$ cat config.mk
export PLATFORM = sky130hd
export DESIGN_NAME = reset_and_startup_control
export DESIGN_NICKNAME = d
export VERILOG_FILES = /design/src/hdl/reset_and_startup_control.v
export VERILOG_INCLUDE_DIRS = /design/src /design/src/shared
export SDC_FILE = /design/constraint.sdc
export NUM_CORES = 1
export LEC_CHECK = 0
export ABC_AREA = 1
export CORE_MARGIN = 3
export CORE_UTILIZATION = 50
export CTS_CLUSTER_DIAMETER = 30
export CTS_CLUSTER_SIZE = 12
export DETAILED_ROUTE_END_ITERATION = 16
export DONT_BUFFER_PORTS = 1
export GPL_TIMING_DRIVEN = 0
export PLACE_DENSITY = 0.65
export SLEW_MARGIN = 10
export SYNTH_ARGS = -nofsm -noshare
export SYNTH_HDL_FRONTEND = slang
export SYNTH_SLANG_ARGS = --single-unit
$ cat constraint.sdc
create_clock -name clk_in -period 2.1 [get_ports clk_in]
set_input_delay 0.315 -clock clk_in [delete_from_list [all_inputs] [get_ports clk_in]]
set_output_delay 0.315 -clock clk_in [all_outputs]
set_load 0.01 [all_outputs]
$ cat src/shared/reset_ctrl_consts.vh
// Constants for the reset and start-up controller.
`ifndef RESET_CTRL_CONSTS_VH
`define RESET_CTRL_CONSTS_VH
// Start-up delay in system clock cycles, and the counter width that holds it.
`define STARTUP_CYCLES       11'h400
`define STARTUP_WIDTH        11
// Counter value on the last cycle of a delay.
`define STARTUP_LAST         11'h001
// Extra power-up delay on top of the start-up delay.
`define POWERUP_EXTRA_CYCLES 11'h400
// Reset values of the registers this block presets.
`define PC_RESET             12'h000
`define SP_RESET             3'h0
`define TIMER0_CTRL_RESET    8'h08
`define CONVERTER_CTRL_RESET 8'h40
`define PORT_DIR_INPUT       8'hff
`endif

$ cat src/hdl/reset_and_startup_control.v
// Reset controller with cause flags and start-up delay.
// How it works
// - Pin reset in normal mode, pin reset in halt, watchdog in normal mode: full reset.
// - Watchdog in halt resets only program counter and stack pointer.
// - Power-up leaves timeout and powerdown flags at zero.
// - Pin reset in normal mode keeps both flags.
// - Watchdog in normal mode sets timeout, keeps powerdown.
// - Power-up holds execution 2048 system clocks; wake-up holds it 1024.
// - Power-up adds an extra delay; wake-up only the start-up delay.
// - Full reset: pc zero, interrupts off, dividers cleared, timers off, ports input.
// - Full reset clears watchdog, clock and time-base counters; watchdog restarts after.
// - Full resets load listed register values; warm reset leaves them.
// - Bits unknown after reset are not initialised.
// - Most registers reset on any reset; some keep on non-power-on resets.
// - Powerdown flag cleared by power-up or watchdog clear, set by halt.
// - Entering halt sets powerdown flag and clears timeout flag.
`timescale 1ns/1ps
`default_nettype none
`include "reset_ctrl_consts.vh"

module reset_and_startup_control (
   input  wire        clk_in,
   input  wire        rst_in,
   input  wire        ext_reset_pin_n_in,
   input  wire        watchdog_timeout_in,
   input  wire        halt_exec_in,
   input  wire        watchdog_clear_exec_in,
   input  wire        wake_event_in,
   output reg         timeout_flag_out,
   output reg         powerdown_flag_out,
   output reg         halted_out,
   output reg         core_reset_out,
   output reg         full_reset_out,
   output reg         warm_reset_out,
   output reg         watchdog_clear_out,
   output reg  [11:0] pc_reset_value_out,
   output reg  [2:0]  stack_pointer_out,
   output reg  [7:0]  timer0_control_out,
   output reg  [7:0]  converter_control_out,
   output reg  [7:0]  port_dir_out,
   output reg         int_enable_clear_out
);

   localparam ST_POWERUP = 2'h0;
   localparam ST_STARTUP = 2'h1;
   localparam ST_RUN     = 2'h2;
   localparam ST_HALT    = 2'h3;

   reg [1:0]                  state;
   reg [`STARTUP_WIDTH-1:0]   count;
   reg                        pin_meta;
   reg                        pin_sync_n;

   // ------------------------------------------------------------
   // Pin synchroniser
   // ------------------------------------------------------------
   // Two flops settle the asynchronous pin before the sequencer reads it.
   always @(posedge clk_in or posedge rst_in) begin
      if (rst_in) begin
         pin_meta   <= 1'b1;
         pin_sync_n <= 1'b1;
      end else begin
         pin_meta   <= ext_reset_pin_n_in;
         pin_sync_n <= pin_meta;
      end
   end

   // ------------------------------------------------------------
   // Counter helpers
   // ------------------------------------------------------------
   // True on the last cycle of a power-up or start-up delay.
   function count_last;
      input [`STARTUP_WIDTH-1:0] value;
      begin
         count_last = (value == `STARTUP_LAST);
      end
   endfunction

   // ------------------------------------------------------------
   // Sequencer
   // ------------------------------------------------------------
   always @(posedge clk_in or posedge rst_in) begin
      if (rst_in) begin
         state                 <= ST_POWERUP;
         count                 <= `POWERUP_EXTRA_CYCLES;
         timeout_flag_out      <= 1'b0;
         powerdown_flag_out    <= 1'b0;
         halted_out            <= 1'b0;
         core_reset_out        <= 1'b1;
         full_reset_out        <= 1'b1;
         warm_reset_out        <= 1'b0;
         watchdog_clear_out    <= 1'b1;
         pc_reset_value_out    <= `PC_RESET;
         stack_pointer_out     <= `SP_RESET;
         timer0_control_out    <= `TIMER0_CTRL_RESET;
         converter_control_out <= `CONVERTER_CTRL_RESET;
         port_dir_out          <= `PORT_DIR_INPUT;
         int_enable_clear_out  <= 1'b1;
      end else begin
         warm_reset_out <= 1'b0;
         case (state)
            ST_POWERUP: begin
               if (count_last(count)) begin
                  state <= ST_STARTUP;
                  count <= `STARTUP_CYCLES;
               end else begin
                  count <= count - 1'b1;
               end
            end
            ST_STARTUP: begin
               // Events are ignored until the hold ends.
               // hold reset for start-up delay
               if (count_last(count)) begin
                  state                <= ST_RUN;
                  core_reset_out       <= 1'b0;
                  full_reset_out       <= 1'b0;
                  watchdog_clear_out   <= 1'b0;
                  int_enable_clear_out <= 1'b0;
               end else begin
                  count <= count - 1'b1;
               end
            end
            ST_RUN: begin
               if (~pin_sync_n) begin
                  core_reset_out       <= 1'b1;
                  full_reset_out       <= 1'b1;
                  watchdog_clear_out   <= 1'b1;
                  int_enable_clear_out <= 1'b1;
                  pc_reset_value_out    <= `PC_RESET;
                  stack_pointer_out     <= `SP_RESET;
                  timer0_control_out    <= `TIMER0_CTRL_RESET;
                  converter_control_out <= `CONVERTER_CTRL_RESET;
                  port_dir_out          <= `PORT_DIR_INPUT;
                  state                 <= ST_STARTUP;
                  count                 <= `STARTUP_CYCLES;
               end else if (watchdog_timeout_in) begin
                  timeout_flag_out      <= 1'b1;
                  core_reset_out        <= 1'b1;
                  full_reset_out        <= 1'b1;
                  watchdog_clear_out    <= 1'b1;
                  int_enable_clear_out  <= 1'b1;
                  pc_reset_value_out    <= `PC_RESET;
                  stack_pointer_out     <= `SP_RESET;
                  timer0_control_out    <= `TIMER0_CTRL_RESET;
                  converter_control_out <= `CONVERTER_CTRL_RESET;
                  port_dir_out          <= `PORT_DIR_INPUT;
                  state                 <= ST_STARTUP;
                  count                 <= `STARTUP_CYCLES;
               end else if (halt_exec_in) begin
                  powerdown_flag_out <= 1'b1;
                  timeout_flag_out   <= 1'b0;
                  halted_out         <= 1'b1;
                  watchdog_clear_out <= 1'b1;
                  state              <= ST_HALT;
               end else begin
                  watchdog_clear_out <= 1'b0;
                  if (watchdog_clear_exec_in) begin
                     powerdown_flag_out <= 1'b0;
                     timeout_flag_out   <= 1'b0;
                  end
               end
            end
            ST_HALT: begin
               // The pin outranks the watchdog, which outranks a wake event.
               watchdog_clear_out <= 1'b0;
               if (~pin_sync_n) begin
                  timeout_flag_out      <= 1'b0;
                  powerdown_flag_out    <= 1'b1;
                  halted_out            <= 1'b0;
                  core_reset_out        <= 1'b1;
                  full_reset_out        <= 1'b1;
                  watchdog_clear_out    <= 1'b1;
                  int_enable_clear_out  <= 1'b1;
                  pc_reset_value_out    <= `PC_RESET;
                  stack_pointer_out     <= `SP_RESET;
                  timer0_control_out    <= `TIMER0_CTRL_RESET;
                  converter_control_out <= `CONVERTER_CTRL_RESET;
                  port_dir_out          <= `PORT_DIR_INPUT;
                  state                 <= ST_STARTUP;
                  count                 <= `STARTUP_CYCLES;
               end else if (watchdog_timeout_in) begin
                  // Only the fetch address and stack pointer reload here.
                  // warm reset, registers kept
                  timeout_flag_out   <= 1'b1;
                  powerdown_flag_out <= 1'b1;
                  halted_out         <= 1'b0;
                  core_reset_out     <= 1'b1;
                  warm_reset_out     <= 1'b1;
                  pc_reset_value_out <= `PC_RESET;
                  stack_pointer_out  <= `SP_RESET;
                  state              <= ST_STARTUP;
                  count              <= `STARTUP_CYCLES;
               end else if (wake_event_in) begin
                  halted_out     <= 1'b0;
                  core_reset_out <= 1'b1;
                  state          <= ST_STARTUP;
                  count          <= `STARTUP_CYCLES;
               end
            end
            default: begin
               state <= ST_POWERUP;
               count <= `POWERUP_EXTRA_CYCLES;
            end
         endcase
      end
   end

endmodule
`default_nettype wire

==> flow_metrics.py <==
metrics = {
    "timing": {
        "totalNegativeSetupSlack_ns": 0,
        "rsz0062_at_grt": "no",
        "fmax_mhz": 542.4,
        "fin_crit_ns": 1.844,
        "finalSetupViolations": 0,
        "timing.slew.headroom": 0.4587,
        "whs_ns": 0.03045,
        "clock_skew_ns": 0.01582,
        "fin_crit_sh": 0.8779,
        "max_slew.worst_pin.slew_ns": 0.8111,
        "report.final.slew_viol_count": 0,
        "hold_violations": 0,
    },
    "clock_tree": {
        "cts_sinks": 22,
        "clk_pin_slew_ns": 0.12,
        "clock_latency_ns": 0.31,
        "ctsResizeCount": 0,
        "htreeDepth": 1,
        "cts_buffer_depth": 2,
        "cts_tree": "yes",
        "root_buffer": "clkbuf_4",
        "cts_made_buffers": 3,
    },
    "logic_synthesis": {
        "syn_area_sq_um": 1739,
        "syn_inst": 238,
        "synth_cell_types": 26,
        "syn-mean-instance-area_sq_um": 7.307,
        "yosysMostFrequentCell": "nand2_1",
        "yosysTopAreaCell": "dfrtp_1",
        "yosysSeqAreaShare": 0.3209,
        "yosys_warnings": 0,
        "synthTopCellsByArea": "dfrtp_1 23%, buf_4 18%, nand2_1 12%, dfstp_2 9.1%, ha_1 5.8%",
        "synth_top_area_share": 0.2302,
        "synth_commonest_cells": "56 x nand2_1, 41 x buf_4, 25 x inv_1, 23 x nor2_1, 16 x dfrtp_1",
        "synth_edf_count": 0,
        "synth-seq-cells": 22,
        "synthArstFlopShare": 1.000,
        "synth_ff_type": "dfrtp_1",
    },
    "floorplanning": {
        "core_area_sq_um": 3178,
        "pin_count": 54,
        "start_util": 0.5472,
        "std_cell_rows": 20,
        "die-area_sq_um": 4222,
        "die_height_microns": 64.98,
        "die_w_microns": 64.98,
    },
    "power": {
        "p_leak_uw": 0.001114,
        "p_total_uw": 770.2,
        "ir_worst_vdd_mv": 0.4228,
        "power_density_nw_per_um2": 389.1,
    },
    "global_routing": {
        "track_usage": 0.1654,
        "grt_start_max_net_pins": 23,
        "overflow": 0,
        "grt_antenna_before_repair": 0,
        "grt_pass1_wl_microns": 5602,
        "grt_pass1_vias": 1264,
    },
    "finish": {
        "syn2layout_area_growth_pct": 13.81,
        "register_area_sq_um": 558.0,
        "drive_gt1_frac": 0.2357,
        "multi_input_area_sq_um": 889.6,
        "fin_util": 0.6228,
        "num_antenna_cells": 0,
        "fillers": 306,
        "final_nets": 296,
        "design_area_sq_um": 1979,
    },
    "setup_path": {
        "cp_cell_sequence": "ha_1 -> nand2_2 -> inv_2 -> nand2_1 -> nand2_1 -> inv_2 -> nand2_4 -> inv_4 -> nand3_1 -> nand2_1 -> nor2_2",
        "cp_max_fo": 7,
        "endpoint_kind": "register",
        "critical_path.slowest_cell": "dfrtp_1",
        "crit_path_max_incr_delay_ns": 0.45,
        "worstPathArrival_ns": 2.05,
        "worst_ep_required_time_ns": 2.31,
        "cp-start-kind": "register",
        "setup.worst_path.class": "reg2reg",
        "cp_common_cell": "nand2_1",
    },
    "routing": {
        "wirelength_microns": 3115,
        "dr.pass1.iters": 5,
        "ant_nets": 0,
        "viasPerCell": 4.278,
        "drc": 0,
        "wl_per_cell_microns": 9.614,
        "drt_iter0_markers": 67,
        "vias": 1386,
    },
    "placed_design": {
        "placed_cell_area_sq_um": 1933,
        "hpwlAfterDp_microns": 2515,
        "gp_congestion": 0.8658,
        "portBuffers": 0,
    },
    "min_path": {
        "hp-class": "in2async",
    },
    "run_status": {
        "outcome": "complete, no violations",
    },
    "run": {
        "drv_cap": 0,
    },
}
==> placed cells by master, fill, tap and decap left out, drive strengths merged <==
| cell | instances |
|---|---|
| nand2 | 60 |
| buf | 42 |
| conb | 39 |
| inv | 29 |
| nor2 | 27 |
| dfrtp | 16 |
| o21ai | 14 |
| nand3 | 13 |
| ha | 8 |
| nand4 | 6 |
| dfstp | 6 |
| clkbuf | 4 |
| nor3 | 3 |
| a21oi | 3 |
| nand3b | 2 |
| xor2 | 2 |
| o2111ai | 2 |
| a31oi | 2 |
| o22ai | 1 |
| dlygate4sd3 | 1 |
==> sequential cells by signal (all words and copies together) (netlist names) <==
| register | count |
|---|---|
| timeout_flag_out | 1 |
| core_reset_out | 1 |
| pin_meta | 1 |
| powerdown_flag_out | 1 |
| halted_out | 1 |
| watchdog_clear_out | 1 |
| warm_reset_out | 1 |
| pin_sync_n | 1 |
| state | 2 |
| count | 11 |
| int_enable_clear_out | 1 |
==> cells by family (layout without fill, tap and decap cells) <==
family          count (synthesis)  count (layout)  synth area share
xor+xnor                        2               2           0.01007
buf+inv                        71              76            0.2475
other cells                     2              39          0.004318
fa+ha+maj                       8               8           0.05756
simple gates                  111             111            0.2899
compound gates                 22              22           0.06979
flops                          22              22            0.3209
==> repair_timing <==
item,CTS,global route
buffers inserted,0,0
hold buffers,1,0
endpoints found under the hold margin,1,0
==> layout make-up <==
class                      instances  area share
multi-input combinational        182      0.4494
sequential                        22      0.2819
buffer                            42      0.1612
inverter                          29     0.05626
tap                               44     0.02781
clock buffer                       4     0.01833
timing repair buffer               1    0.005057
==> power breakdown <==
group	total (uW)	internal, uW	switching [uW]
clock network	229	106	123
registers	437	431	5.71
logic	105	51.4	53.2
total	770	588	182
==> path summary, 6_finish.rpt <==
| kind | startpoint | end | slack, ns | cells after the start |
|---|---|---|---|---|
| worst min-delay path | rst_in | state[0]$_DFFE_PP0P_ | 0.03 | 1 |
| worst min register to register | pin_meta$_DFF_PP1_ | pin_sync_n$_DFF_PP1_ | 0.37 | 0 |
| worst max-delay path | state[0]$_DFFE_PP0P_ | count[5]$_DFFE_PP0P_ | 0.26 | 11 |
| worst max register to register | state[0]$_DFFE_PP0P_ | count[5]$_DFFE_PP0P_ | 0.26 | 11 |
| min in group clk_in | watchdog_timeout_in | warm_reset_out$_DFF_PP0_ | 0.17 | 2 |
| max in group asynchronous | rst_in | count[5]$_DFFE_PP0P_ | 1.55 | 1 |
==> worst max-delay path: cells and delay by family (launching register included) <==
family,cells,cell delay (ns)
simple gates,7,0.74
flops,1,0.45
buf+inv,3,0.26
fa+ha+maj,1,0.29
==> metrics by stage <==
stage | setup WS [ns] | cells
3_3_place_gp | 0.2972 | 319
5_1_grt | 0.08069 | 324
6_report | 0.2565 | 324
2_1_floorplan | 0.5442 | 275
3_5_place_dp | 0.2886 | 319
4_1_cts | 0.2526 | 324
==> metal layers <==
layer / part of all wire / GRT usage / routed length [microns] / vias up
li1: - / - / - / 754
met1: 0.49 / 0.2282 / 1516 / 576
met2: 0.42 / 0.2656 / 1303 / 54
met3: 0.090 / 0.03986 / 280 / 2
met4: 0.0045 / 0.02902 / 14 / 0
met5: 0 / 0 / 0 / -
(Power assumes the default switching activity.)
